<file path="config.mk">
export PLATFORM = sky130hd
export DESIGN_NAME = lbr_regulator_ctrl
export DESIGN_NICKNAME = d
export VERILOG_FILES = /design/src/lbr_pkg.sv /design/src/lbr_regulator_ctrl.sv
export SDC_FILE = /design/constraint.sdc
export NUM_CORES = 1
export LEC_CHECK = 0
export BUFFER_PORTS_ARGS = -buffer_cell sky130_fd_sc_hd__buf_2
export CAP_MARGIN = 20
export CORE_MARGIN = 2
export CORE_UTILIZATION = 43
export CTS_CLUSTER_SIZE = 40
export DETAILED_ROUTE_END_ITERATION = 12
export PLACE_DENSITY_LB_ADDON = 0.2
export SKIP_CTS_REPAIR_TIMING = 1
export SYNTH_ARGS = -nofsm -noshare
export SYNTH_HDL_FRONTEND = slang
export SYNTH_SLANG_ARGS = --single-unit
export TNS_END_PERCENT = 10
</file>
<file path="constraint.sdc">
create_clock -name clk_i -period 3.05 [get_ports clk_i]
set_clock_uncertainty 0.2 [all_clocks]
set_input_delay 0.1525 -clock clk_i [delete_from_list [all_inputs] [get_ports clk_i]]
set_output_delay 0.1525 -clock clk_i [all_outputs]
set_load 0.005 [all_outputs]
</file>
<file path="src/lbr_pkg.sv">
// Package for the LCD bias regulator control block.
// Assumes a 32-bit classic Wishbone register bus, byte addresses.
package lbr_pkg;

    // Register map
    localparam logic [7:0] LBR_REG_CTRL_OFS    = 8'h00;
    localparam logic [7:0] LBR_REG_STATUS_OFS  = 8'h04;

    // Control field positions
    localparam int LBR_CHARGE_PUMP_ENABLE_BIT     = 7;
    localparam int LBR_UNUSED_BIT   = 6;
    localparam int LBR_PEAK_LSB     = 3;
    localparam int LBR_PEAK_MSB     = 5;
    localparam int LBR_THIRD_BIT    = 2;
    localparam int LBR_CLKSEL_LSB   = 0;
    localparam int LBR_CLKSEL_MSB   = 1;

    // Power-on value: pump off, peak code all ones, third bias on, clock off
    localparam logic [7:0] LBR_CTRL_RESET = 8'h3C;
    localparam logic [7:0] LBR_CTRL_WMASK = 8'hBF;

    // Peak code that leaves the low-side offset at zero
    localparam logic [2:0] LBR_PEAK_MAX   = 3'h7;

    typedef enum logic [1:0] {
        LBR_CLK_OFF  = 2'b00,
        LBR_CLK_SECONDARY_OSC = 2'b01,
        LBR_CLK_FRC  = 2'b10,
        LBR_CLK_LOW_POWER_RC_OSC = 2'b11
    } lbr_clksel_type;

    typedef enum logic [1:0] {
        LBR_CFG_BOOST   = 2'b00,
        LBR_CFG_NOBOOST = 2'b01,
        LBR_CFG_SOFTLAD = 2'b10,
        LBR_CFG_HARDLAD = 2'b11
    } lbr_cfg_type;

endpackage : lbr_pkg

</file>
<file path="src/lbr_regulator_ctrl.sv">
// Control logic for the LCD bias regulator: one control register on
// Wishbone, decoded into four bias configurations and analog controls.
// Assumes a single 100 MHz clock and a synchronous active-low reset.
//
// Functional notes
// - Control register: pump enable bit 7, bit 6 zero, peak 5:3, third 2, clock 1:0.
// - Reset clears pump enable and clock select, sets peak code and third bias.
// - Pump enable one turns the charge pump on while the clock is on; zero keeps it off.
// - Peak code passes to regulator; 111 is 3.60V, each step down 0.13V.
// - Third-bias bit one selects one-third bias in regulator configurations, zero selects static bias.
// - Clock select: 11 low-power RC, 10 fast RC, 01 secondary, 00 off.
// - Clock on and pump enabled gives the boosted regulator configuration.
// - Clock on and pump disabled gives the unboosted regulator configuration.
// - Regulator configurations offer only static and one-third bias types.
// - Clock off, pump enabled: pump off, reference drives bottom bias pin.
// - In soft-contrast ladder mode the flyback pins become general I/O.
// - Clock off, pump disabled: regulator and reference off, ladder grounded.
// - In hardware-contrast mode the peak code has no effect.
`timescale 1ns/10ps
`default_nettype none

module lbr_regulator_ctrl
    import lbr_pkg::*;
(
    input  wire logic        clk_i,
    input  wire logic        rst_b_i,
    // Wishbone classic slave
    input  wire logic        wb_cyc_i,
    input  wire logic        wb_stb_i,
    input  wire logic        wb_we_i,
    input  wire logic [7:0]  wb_adr_i,
    input  wire logic [3:0]  wb_sel_i,
    input  wire logic [31:0] wb_dat_i,
    output logic      [31:0] wb_dat_o,
    output logic             wb_ack_o,
    output logic             wb_err_o,
    // Analog regulator controls
    output logic             charge_pump_enable_o,
    output logic             regulator_enable_o,
    output logic             reference_enable_o,
    output logic [1:0]       regulator_clock_select_o,
    output logic [2:0]       peak_level_code_o,
    output logic             third_bias_select_o,
    output logic             bottom_bias_drive_o,
    output logic             flyback_pins_as_io_o,
    output logic             boosted_regulator_cfg_o,
    output logic             unboosted_regulator_cfg_o,
    output logic             ladder_soft_contrast_cfg_o,
    output logic             ladder_hard_contrast_cfg_o
);

    ////////////////////////////////////////////////////////////////////////////
    // Configuration decode, shared by status readback and outputs

    function automatic lbr_cfg_type lbr_decode_cfg(input logic [7:0] ctrl);
        logic clk_on;
        clk_on = (ctrl[LBR_CLKSEL_MSB:LBR_CLKSEL_LSB] != LBR_CLK_OFF);
        if (clk_on && ctrl[LBR_CHARGE_PUMP_ENABLE_BIT]) begin
            lbr_decode_cfg = LBR_CFG_BOOST;
        end else if (clk_on) begin
            lbr_decode_cfg = LBR_CFG_NOBOOST;
        end else if (ctrl[LBR_CHARGE_PUMP_ENABLE_BIT]) begin
            lbr_decode_cfg = LBR_CFG_SOFTLAD;
        end else begin
            lbr_decode_cfg = LBR_CFG_HARDLAD;
        end
    endfunction : lbr_decode_cfg

    ////////////////////////////////////////////////////////////////////////////
    // Bus decode

    logic [7:0]  ctrl_r;
    logic [7:0]  ctrl_nxt;
    logic        ack_r;
    logic        err_r;
    logic [31:0] dat_r;

    wire         req_new   = wb_cyc_i & wb_stb_i & ~ack_r & ~err_r;
    wire         hit_ctrl  = (wb_adr_i == LBR_REG_CTRL_OFS);
    wire         hit_stat  = (wb_adr_i == LBR_REG_STATUS_OFS);
    wire         hit_any   = hit_ctrl | hit_stat;
    wire         wr_ctrl   = req_new & wb_we_i & hit_ctrl & wb_sel_i[0];
    // Bit 6 is never stored so it always reads zero
    assign ctrl_nxt = wr_ctrl ? (wb_dat_i[7:0] & LBR_CTRL_WMASK) : ctrl_r;

    wire lbr_cfg_type cfg_now  = lbr_decode_cfg(ctrl_r);
    wire lbr_cfg_type cfg_nxt  = lbr_decode_cfg(ctrl_nxt);

    // Status shows the configuration held before a same-cycle write
    wire [31:0]  ctrl_rd = {24'h00_0000, ctrl_r};
    wire [31:0]  stat_rd = {30'h0000_0000, cfg_now};
    wire [31:0]  rd_mux  = hit_ctrl ? ctrl_rd : hit_stat ? stat_rd : 32'h0000_0000;
    // Read data stands only with the ack, zero otherwise
    wire [31:0]  dat_nxt = (req_new & ~wb_we_i) ? rd_mux : 32'h0000_0000;

    ////////////////////////////////////////////////////////////////////////////
    // Register and bus response, one wait-free cycle of latency

    always_ff @(posedge clk_i) begin
        if (!rst_b_i) begin
            ctrl_r <= LBR_CTRL_RESET;
        end else begin
            ctrl_r <= ctrl_nxt;
        end
    end

    // Held strobe ignored while ack stands: one request, one answer
    always_ff @(posedge clk_i) begin
        if (!rst_b_i) begin
            ack_r <= 1'b0;
        end else begin
            ack_r <= req_new & hit_any;
        end
    end

    // Unmapped address answers with err so the master never waits forever
    always_ff @(posedge clk_i) begin
        if (!rst_b_i) begin
            err_r <= 1'b0;
        end else begin
            err_r <= req_new & ~hit_any;
        end
    end

    always_ff @(posedge clk_i) begin
        if (!rst_b_i) begin
            dat_r <= 32'h0000_0000;
        end else begin
            dat_r <= dat_nxt;
        end
    end

    // Bus outputs straight from their flops
    assign wb_ack_o = ack_r;
    assign wb_err_o = err_r;
    assign wb_dat_o = dat_r;

    ////////////////////////////////////////////////////////////////////////////
    // Analog controls, registered from the next control value so they
    // settle in the cycle after the write, together with the ack

    // Four exclusive configuration flags from one decode
    wire boost_n  = (cfg_nxt == LBR_CFG_BOOST);
    wire nobst_n  = (cfg_nxt == LBR_CFG_NOBOOST);
    wire soft_n   = (cfg_nxt == LBR_CFG_SOFTLAD);
    wire hard_n   = (cfg_nxt == LBR_CFG_HARDLAD);
    wire reg_on_n = boost_n | nobst_n;

    // Pump runs only when boosted; soft ladder keeps it off
    wire         pump_nxt    = boost_n;
    wire         reg_en_nxt  = reg_on_n;
    // Reference stays up in the soft ladder to set the ladder bottom
    wire         ref_en_nxt  = reg_on_n | soft_n;
    wire [1:0]   clk_sel_nxt = ctrl_nxt[LBR_CLKSEL_MSB:LBR_CLKSEL_LSB];
    // Code ignored when hard contrast: hold max, no offset
    wire [2:0]   peak_nxt    = hard_n ? LBR_PEAK_MAX
                                      : ctrl_nxt[LBR_PEAK_MSB:LBR_PEAK_LSB];
    // Ladder configurations get their bias type from the resistors
    wire         third_nxt   = reg_on_n & ctrl_nxt[LBR_THIRD_BIT];
    wire         bottom_nxt  = ~hard_n;
    wire         io_pins_nxt = soft_n;

    ////////////////////////////////////////////////////////////////////////////
    // Output registers: one short process per control keeps each reset
    // value beside its flop; reset values match the power-on decode

    logic        pump_r;
    logic        reg_en_r;
    logic        ref_en_r;
    logic [1:0]  clk_sel_r;
    logic [2:0]  peak_r;
    logic        third_r;
    logic        bottom_r;
    logic        io_pins_r;
    logic        boost_r;
    logic        nobst_r;
    logic        soft_r;
    logic        hard_r;

    // Pump starts off whatever the register holds
    always_ff @(posedge clk_i) begin
        if (!rst_b_i) begin
            pump_r <= 1'b0;
        end else begin
            pump_r <= pump_nxt;
        end
    end

    always_ff @(posedge clk_i) begin
        if (!rst_b_i) begin
            reg_en_r <= 1'b0;
        end else begin
            reg_en_r <= reg_en_nxt;
        end
    end

    // Reference off at power-on: hard contrast needs no reference
    always_ff @(posedge clk_i) begin
        if (!rst_b_i) begin
            ref_en_r <= 1'b0;
        end else begin
            ref_en_r <= ref_en_nxt;
        end
    end

    // Clock code passes through; 00 also stops the regulator
    always_ff @(posedge clk_i) begin
        if (!rst_b_i) begin
            clk_sel_r <= LBR_CLK_OFF;
        end else begin
            clk_sel_r <= clk_sel_nxt;
        end
    end

    // Peak code at its top value, no low-side offset
    always_ff @(posedge clk_i) begin
        if (!rst_b_i) begin
            peak_r <= LBR_PEAK_MAX;
        end else begin
            peak_r <= peak_nxt;
        end
    end

    // Regulator off at reset, so the third-bias request is not passed on
    always_ff @(posedge clk_i) begin
        if (!rst_b_i) begin
            third_r <= 1'b0;
        end else begin
            third_r <= third_nxt;
        end
    end

    // Bottom of the ladder at ground until a reference is running
    always_ff @(posedge clk_i) begin
        if (!rst_b_i) begin
            bottom_r <= 1'b0;
        end else begin
            bottom_r <= bottom_nxt;
        end
    end

    // Flyback pins stay with the pump unless the soft ladder frees them
    always_ff @(posedge clk_i) begin
        if (!rst_b_i) begin
            io_pins_r <= 1'b0;
        end else begin
            io_pins_r <= io_pins_nxt;
        end
    end

    // Flags share one decode so only one is ever high
    always_ff @(posedge clk_i) begin
        if (!rst_b_i) begin
            boost_r <= 1'b0;
        end else begin
            boost_r <= boost_n;
        end
    end

    always_ff @(posedge clk_i) begin
        if (!rst_b_i) begin
            nobst_r <= 1'b0;
        end else begin
            nobst_r <= nobst_n;
        end
    end

    always_ff @(posedge clk_i) begin
        if (!rst_b_i) begin
            soft_r <= 1'b0;
        end else begin
            soft_r <= soft_n;
        end
    end

    // Hard contrast is the power-on configuration
    always_ff @(posedge clk_i) begin
        if (!rst_b_i) begin
            hard_r <= 1'b1;
        end else begin
            hard_r <= hard_n;
        end
    end

    ////////////////////////////////////////////////////////////////////////////
    // Output ports, each straight from its register

    assign charge_pump_enable_o       = pump_r;
    assign regulator_enable_o         = reg_en_r;
    assign reference_enable_o         = ref_en_r;
    assign regulator_clock_select_o   = clk_sel_r;
    assign peak_level_code_o          = peak_r;
    assign third_bias_select_o        = third_r;
    assign bottom_bias_drive_o        = bottom_r;
    assign flyback_pins_as_io_o       = io_pins_r;
    assign boosted_regulator_cfg_o    = boost_r;
    assign unboosted_regulator_cfg_o  = nobst_r;
    assign ladder_soft_contrast_cfg_o = soft_r;
    assign ladder_hard_contrast_cfg_o = hard_r;

endmodule : lbr_regulator_ctrl

`default_nettype wire

</file>
Word level (Yosys, flattened, before mapping)
Index checks and enable logic that the tools add are counted.
{"block": "word_totals", "reg_bits": 54, "mem_bits_rw": 0, "input_bits": 49, "elab_cells": 60, "latch_bits": 0, "mem_count": 0, "romBits": 0, "out_inout_bits": 49}
{"block": "op_classes", "muxes": 9, "multipliers": 0, "n_reduce_logical": 10, "n_bitwise": 21, "div": 0, "add_sub_neg": 0, "shifts": 0, "order_cmp": 0, "n_eq_ne": 4}
{"op": "8-bit 2-to-1 mux", "count": 2}
{"op": "1-bit bitwise AND", "count": 10}
{"op": "2-bit 2-to-1 mux", "count": 5}
{"op": "8-bit by 3-bit equality test with 1-bit output (second input constant)", "count": 1}
{"op": "8-bit zero test", "count": 1}
{"op": "1-bit inverter", "count": 8}
{"op": "2-bit equality test (second input constant)", "count": 2}
{"op": "2-bit nonzero test", "count": 2}
{"op": "2-bit OR reduction", "count": 2}
{"op": "1-bit OR", "count": 3}
{"op": "3-bit OR reduction", "count": 1}
{"op": "2-bit by 1-bit equality test with 1-bit output (second input constant)", "count": 1}
{"op": "1-bit logical AND", "count": 2}
{"op": "2-bit zero test", "count": 1}
{"op": "1-bit 2-to-1 mux", "count": 2}
{"op": "2-bit AND reduction", "count": 1}

Depth between registers and ports, before layout
{"block": "depth", "ltp_word": 13, "ltp_mapped": 5, "mapped_depth_nobuf": 3}

Least setup slack after synthesis
Ideal clock, no wire load.
{"block": "synth_timing", "path_kind": "reg2reg", "startpoint": "register err_r, in the netlist wb_err_o", "endpoint": "register ref_en_r, in the netlist reference_enable_o", "t_arrival_ns": 1.147, "stages_incl_launch_ff": 5, "path_buffers": 1, "slack_ns": 1.561, "synth_period_minus_slack_ns": 1.489, "setup_ns": 0.143, "t_required_ns": 2.707, "path_cell_list": "dfxtp_1 > and4bb_2 > nand4_4 > buf_6 > mux2i_1"}
{"block": "synth_between", "elab_chain_len": 12, "word_cells_on_any_way": 16, "classes_between": "eq/ne: 2; mux: 4; bitwise: 7; reduce/logical: 3"}
{"element": "start, declared", "line": "lbr_regulator_ctrl.sv:75", "rtl": "logic err_r;"}
{"element": "start signal, assigned", "line": "lbr_regulator_ctrl.sv:121", "rtl": "err_r <= req_new & ~hit_any;"}
{"element": "1-bit inverter *", "line": "lbr_regulator_ctrl.sv:78", "rtl": "wire req_new = wb_cyc_i & wb_stb_i & ~ack_r & ~err_r;"}
{"element": "1-bit bitwise AND *", "line": "lbr_regulator_ctrl.sv:78"}
{"element": "1-bit bitwise AND * (3 in a row)", "line": "lbr_regulator_ctrl.sv:82", "rtl": "wire wr_ctrl = req_new & wb_we_i & hit_ctrl & wb_sel_i[0];"}
{"element": "8-bit 2-to-1 mux *", "line": "lbr_regulator_ctrl.sv:84", "rtl": "assign ctrl_nxt = wr_ctrl ? (wb_dat_i[7:0] & LBR_CTRL_WMASK) : ctrl_r;"}
{"element": "1-bit 2-to-1 mux / 2-bit nonzero test (equally long branches)", "line": "lbr_regulator_ctrl.sv:62, lbr_regulator_ctrl.sv:57"}
{"element": "2-bit 2-to-1 mux / 1-bit logical AND (equally long branches)", "line": "lbr_regulator_ctrl.sv:60, lbr_regulator_ctrl.sv:58"}
{"element": "2-bit 2-to-1 mux *", "line": "lbr_regulator_ctrl.sv:58", "rtl": "if (clk_on && ctrl[LBR_CHARGE_PUMP_ENABLE_BIT]) begin"}
{"element": "2-bit by 1-bit equality test with 1-bit output / 2-bit zero test (equally long branches)", "line": "lbr_regulator_ctrl.sv:144, lbr_regulator_ctrl.sv:143"}
{"element": "1-bit OR", "line": "lbr_regulator_ctrl.sv:147", "rtl": "wire reg_on_n = boost_n | nobst_n;"}
{"element": "1-bit OR *", "line": "lbr_regulator_ctrl.sv:153", "rtl": "wire ref_en_nxt = reg_on_n | soft_n;"}
{"element": "end signal, assigned", "line": "lbr_regulator_ctrl.sv:202", "rtl": "ref_en_r <= ref_en_nxt;"}
{"element": "end, declared", "line": "lbr_regulator_ctrl.sv:169", "rtl": "logic ref_en_r;"}
Every way passes the cells marked *; elsewhere a longest branch is shown, timed or not.
A chain may end at the register's enable or synchronous reset.

Final worst setup path
{"block": "layout_timing", "startpoint": "input port wb_adr_i[0]", "endpoint": "register dat_r[0], in the netlist wb_dat_o[0]"}
{"block": "layout_between", "elab_chain_len": 3, "word_cells_on_any_way": 4, "classes_between": "eq/ne: 1; mux: 2; reduce/logical: 1"}
{"element": "start, declared", "line": "lbr_regulator_ctrl.sv:31", "rtl": "input wire logic [7:0] wb_adr_i,"}
{"element": "8-bit by 3-bit equality test with 1-bit output", "line": "lbr_regulator_ctrl.sv:80", "rtl": "wire hit_stat = (wb_adr_i == LBR_REG_STATUS_OFS);"}
{"element": "2-bit 2-to-1 mux", "line": "lbr_regulator_ctrl.sv:92", "rtl": "wire [31:0] rd_mux = hit_ctrl ? ctrl_rd : hit_stat ? stat_rd : 32'h0000_0000;"}
{"element": "8-bit 2-to-1 mux *", "line": "lbr_regulator_ctrl.sv:92"}
{"element": "end signal, assigned", "line": "lbr_regulator_ctrl.sv:129", "rtl": "dat_r <= dat_nxt;"}
{"element": "end, declared", "line": "lbr_regulator_ctrl.sv:76", "rtl": "logic [31:0] dat_r;"}
Marked as above.

==> results.md <==
- The flow ran to the end, and the final reports show no timing, DRC or antenna violations.
- The average wire per standard cell is between 10 and 15 µm.
- The final wirelength is between 2000 and 2500 µm.
- The number of buffers inserted by port buffering is 44.
- The minimum setup slack in the final design is 0.842 ns.
- After detailed routing, the number of vias per cell comes to 4.59.
- The number of buffers created by CTS is 3.
- The number of global-route vias before repair is 832.
- The worst vdd rail ir drop is 0.127 mV.
- The die height is 59.2 µm.
- The core region is 2980 µm².
- The actual transition at the worst max-transition pin is 0.716 ns.
- The initial antenna violation count came to 0.
- Once detailed placement completed, the half-perimeter wirelength came to about 1700 µm.
- The maximum number of pins on one net before global-route repair is 25.
- The share of layout cells above drive strength 1 is 0.313.
- For this design the ratio of total power to cell area is between 300 and 400 nW/µm².
- After the first detailed-routing iteration, the DRC count stood at 26.
- The sequential group share of total power is 0.598.
- Setup repair after global routing left no endpoint under its margin.
- The number of optimization iterations in the first detailed-route pass is 6.
- The clock latency on the worst-skew pair is about 0.31 ns.
- Of the total power, combinational logic draws 0.106.
- Clock-pin slew was measured on the worst setup and hold paths at 0.13 ns.
- The synthesized area is 1310 µm².
- The root buffer cell chosen for the clock tree is sky130_fd_sc_hd__clkbuf_4.
- The switching power is around 0.13 mW.
- The most used flip-flop cell after synthesis is sky130_fd_sc_hd__dfxtp_1.
- In this run the deepest clock path goes through 2 buffers.
- The minimum clock period after layout is 2.21 ns.
- The floorplan has 20 rows.
- In this run the mean area of a mapped cell was 10.0 µm².
- In the global route stage, overall resource usage came out at 0.129.
- The share of total power dissipated in the clock network is 0.295.
- The die covers ~3500 µm².
- The number of enable flip-flop cells after synthesis is 0.
- Measured along the x axis, the die boundary spans approximately 60 µm.
- At the end of the flow the core is filled with cells to 0.532.
- The start of the worst register-to-register path is wb_err_o.
- Counting flops and latches in the post-synthesis netlist gives 26.
- The summed negative setup slack over all endpoints is 0 ns.
- The number of endpoints with negative hold slack in the final report came to 0.
- Setup violations remaining at the end of the flow were counted as 0.
- The final layout contains ~230 nets.
- The number of antenna repair diodes is 0.
- In the routed design, unresolved DRC markers number 0.
- For this design the static power due to leakage is 0.851 nW.
- The launching instance or port of the critical path is wb_adr_i[0].
- The worst hold path belongs to the class input pin to flop.
- The I/O pin count is 98.
- The maximum operating frequency is approximately 450 MHz.
- The startpoint of the worst hold path is rst_b_i.
- The worst setup path is captured at a flop.
- The initial utilization of the core area, before any placement, comes to 0.440.
- The worst slack at placement is between 1 and 1.5 ns.
- The startpoint type of the worst setup path is an input pin.
- In the finished design, the share of the clock period the worst path needs comes to 0.724.
- The data arrival time of the worst path is approximately 2.3 ns.
- The register-to-register setup slack is ~0.95 ns.
- The peak fanout along the critical path is 8.
- The share of synthesized registers carrying an async set or reset is 0.
- CTS built an H-tree with a depth of 1.
- The final global-route overflow total is 0.
- After technology mapping, the gate count stands at approximately 130.
- The count of nets left with antenna violations once routing finished came out at 0.
- The wire length of the first global-routing pass is 3530 µm.
- The switching power share of the total is 0.224.
- The sequential-to-total area share from yosys stat is 0.397.
- The clock tree from TritonCTS is yes.
- The tree built by TritonCTS fans out to 26 sinks.
- The distinct cell type count of the synthesized netlist is 30.
- The number of maximum-capacitance violations is 0.
- The overall via count from detail_route is slightly below 1,000.
- The required time at the worst-slack endpoint is around 3.1 ns.
- The internal power is about 0.44 mW.
- Routability-driven placement finished with a final weighted congestion of ~0.74.
- The count of pins over their slew limit is 0.
- The Yosys step of the flow raised 0 warnings.
- The worst pin sits at a relative slew slack of 0.518.
- The critical path in this run is classified as input pin to flop.
- The area growth from synthesis to layout is 20.9%.
==> cells in the final DEF, fill, tap and decap left out <==
| cell type | synthesis | layout |
|---|---|---|
| sky130_fd_sc_hd__buf_2 | 1 | 44 |
| sky130_fd_sc_hd__dfxtp_1 | 26 | 26 |
| sky130_fd_sc_hd__conb_1 | 1 | 25 |
| sky130_fd_sc_hd__mux2i_1 | 16 | 16 |
| sky130_fd_sc_hd__dlygate4sd3_1 | 0 | 14 |
| sky130_fd_sc_hd__nor2b_1 | 11 | 11 |
| sky130_fd_sc_hd__nand2_1 | 7 | 7 |
| sky130_fd_sc_hd__nor2_1 | 7 | 7 |
| sky130_fd_sc_hd__nor4b_1 | 5 | 5 |
| sky130_fd_sc_hd__o211ai_1 | 3 | 3 |
| sky130_fd_sc_hd__clkbuf_4 | 0 | 3 |
| sky130_fd_sc_hd__o21ai_0 | 2 | 2 |
| sky130_fd_sc_hd__nor3_1 | 2 | 2 |
| sky130_fd_sc_hd__mux2_2 | 2 | 2 |
| sky130_fd_sc_hd__nor4_4 | 1 | 1 |
| sky130_fd_sc_hd__nor3_2 | 1 | 1 |
| sky130_fd_sc_hd__and4bb_2 | 1 | 1 |
| sky130_fd_sc_hd__and3b_1 | 1 | 1 |
| sky130_fd_sc_hd__nand4_4 | 1 | 1 |
| sky130_fd_sc_hd__nand4_2 | 1 | 1 |
| sky130_fd_sc_hd__inv_1 | 1 | 1 |
| sky130_fd_sc_hd__a21oi_1 | 1 | 1 |
| sky130_fd_sc_hd__nand2b_1 | 1 | 1 |
| sky130_fd_sc_hd__o31ai_1 | 1 | 1 |
| sky130_fd_sc_hd__or2_2 | 1 | 1 |
| sky130_fd_sc_hd__or3_1 | 1 | 1 |
| sky130_fd_sc_hd__nand3_1 | 1 | 1 |
| sky130_fd_sc_hd__a2111oi_2 | 1 | 1 |
| sky130_fd_sc_hd__clkbuf_8 | 0 | 1 |
==> final timing paths <==
| check | to | cells after the start |
|---|---|---|
| worst min-delay path | wb_err_o | 3 |
| worst max-delay path | wb_dat_o[0] | 6 |
| worst max register to register | wb_dat_o[0] | 4 |
| worst min register to register | wb_dat_o[2] | 1 |
==> layer usage <==
| metal | track usage | wire length (µm) | vias up |
|---|---|---|---|
| met5 | 0 | 0 | - |
| met4 | 0.0487 | 0 | 0 |
| met3 | 0.0240 | 136 | 0 |
| met2 | 0.235 | 1180 | 39 |
| met1 | 0.146 | 1050 | 450 |
| li1 | - | - | 497 |
==> cells by family after synthesis <==
kind of cell	Yosys count	synth area share
DFF	26	0.397
and+or+nand+nor	42	0.218
buffers and inverters	36	0.197
muxes	18	0.139
other	1	0.00286
AOI/OAI and AO/OA	8	0.0458
==> stage by stage <==
| step | total power [mW] | hold WS [ns] | cell area [µm²] | cells |
|---|---|---|---|---|
| 6_report | 0.569 | 0.0466 | 1580 | 215 |
| 5_1_grt | 0.596 | 0.0605 | 1580 | 215 |
| 4_1_cts | 0.565 | -0.109 | 1440 | 201 |
| 3_5_place_dp | 0.396 | 0.222 | 1410 | 197 |
| 3_3_place_gp | 0.395 | 0.218 | 1410 | 197 |
| 2_1_floorplan | 0.399 | 0.0913 | 1400 | 155 |
==> synthesized netlist by cell type, types with 2 or more instances <==
cell type | number | share of area
sky130_fd_sc_hd__mux2i_1 | 16 | 0.12
sky130_fd_sc_hd__nor3_1 | 2 | 0.0076
sky130_fd_sc_hd__nor4b_1 | 5 | 0.033
sky130_fd_sc_hd__nor2b_1 | 11 | 0.053
sky130_fd_sc_hd__nand2_1 | 7 | 0.020
sky130_fd_sc_hd__o211ai_1 | 3 | 0.017
sky130_fd_sc_hd__mux2_2 | 2 | 0.017
sky130_fd_sc_hd__clkbuf_1 | 2 | 0.0057
sky130_fd_sc_hd__nor2_1 | 7 | 0.020
sky130_fd_sc_hd__o21ai_0 | 2 | 0.0076
sky130_fd_sc_hd__buf_4 | 30 | 0.17
sky130_fd_sc_hd__dfxtp_1 | 26 | 0.40
==> final cells by class <==
class,count,area (µm²)
sequential,26,520
timing repair buffer,58,360
inverter,1,3.75
multi-input combinational,93,622
tap,33,41.3
fill,273,1390
clock buffer,4,36.3
==> power by group through the flow <==
stage | Combinational, mW | Sequential, mW | Clock [mW]
global placement | 0.0472 | 0.348 | 0
detailed placement | 0.0482 | 0.348 | 0
CTS | 0.0482 | 0.341 | 0.176
finish | 0.0603 | 0.341 | 0.168
floorplan | 0.0512 | 0.348 | 0
global route | 0.0663 | 0.341 | 0.189
==> critical path: stages <==
cell and delay, ns:
sky130_fd_sc_hd__dlygate4sd3_1 0.53, sky130_fd_sc_hd__buf_2 0.13, sky130_fd_sc_hd__nor4_4 0.24, sky130_fd_sc_hd__nand4_2 0.30, sky130_fd_sc_hd__a2111oi_2 0.34, sky130_fd_sc_hd__dlygate4sd3_1 0.58
Power figures use the tool's default switching activity.
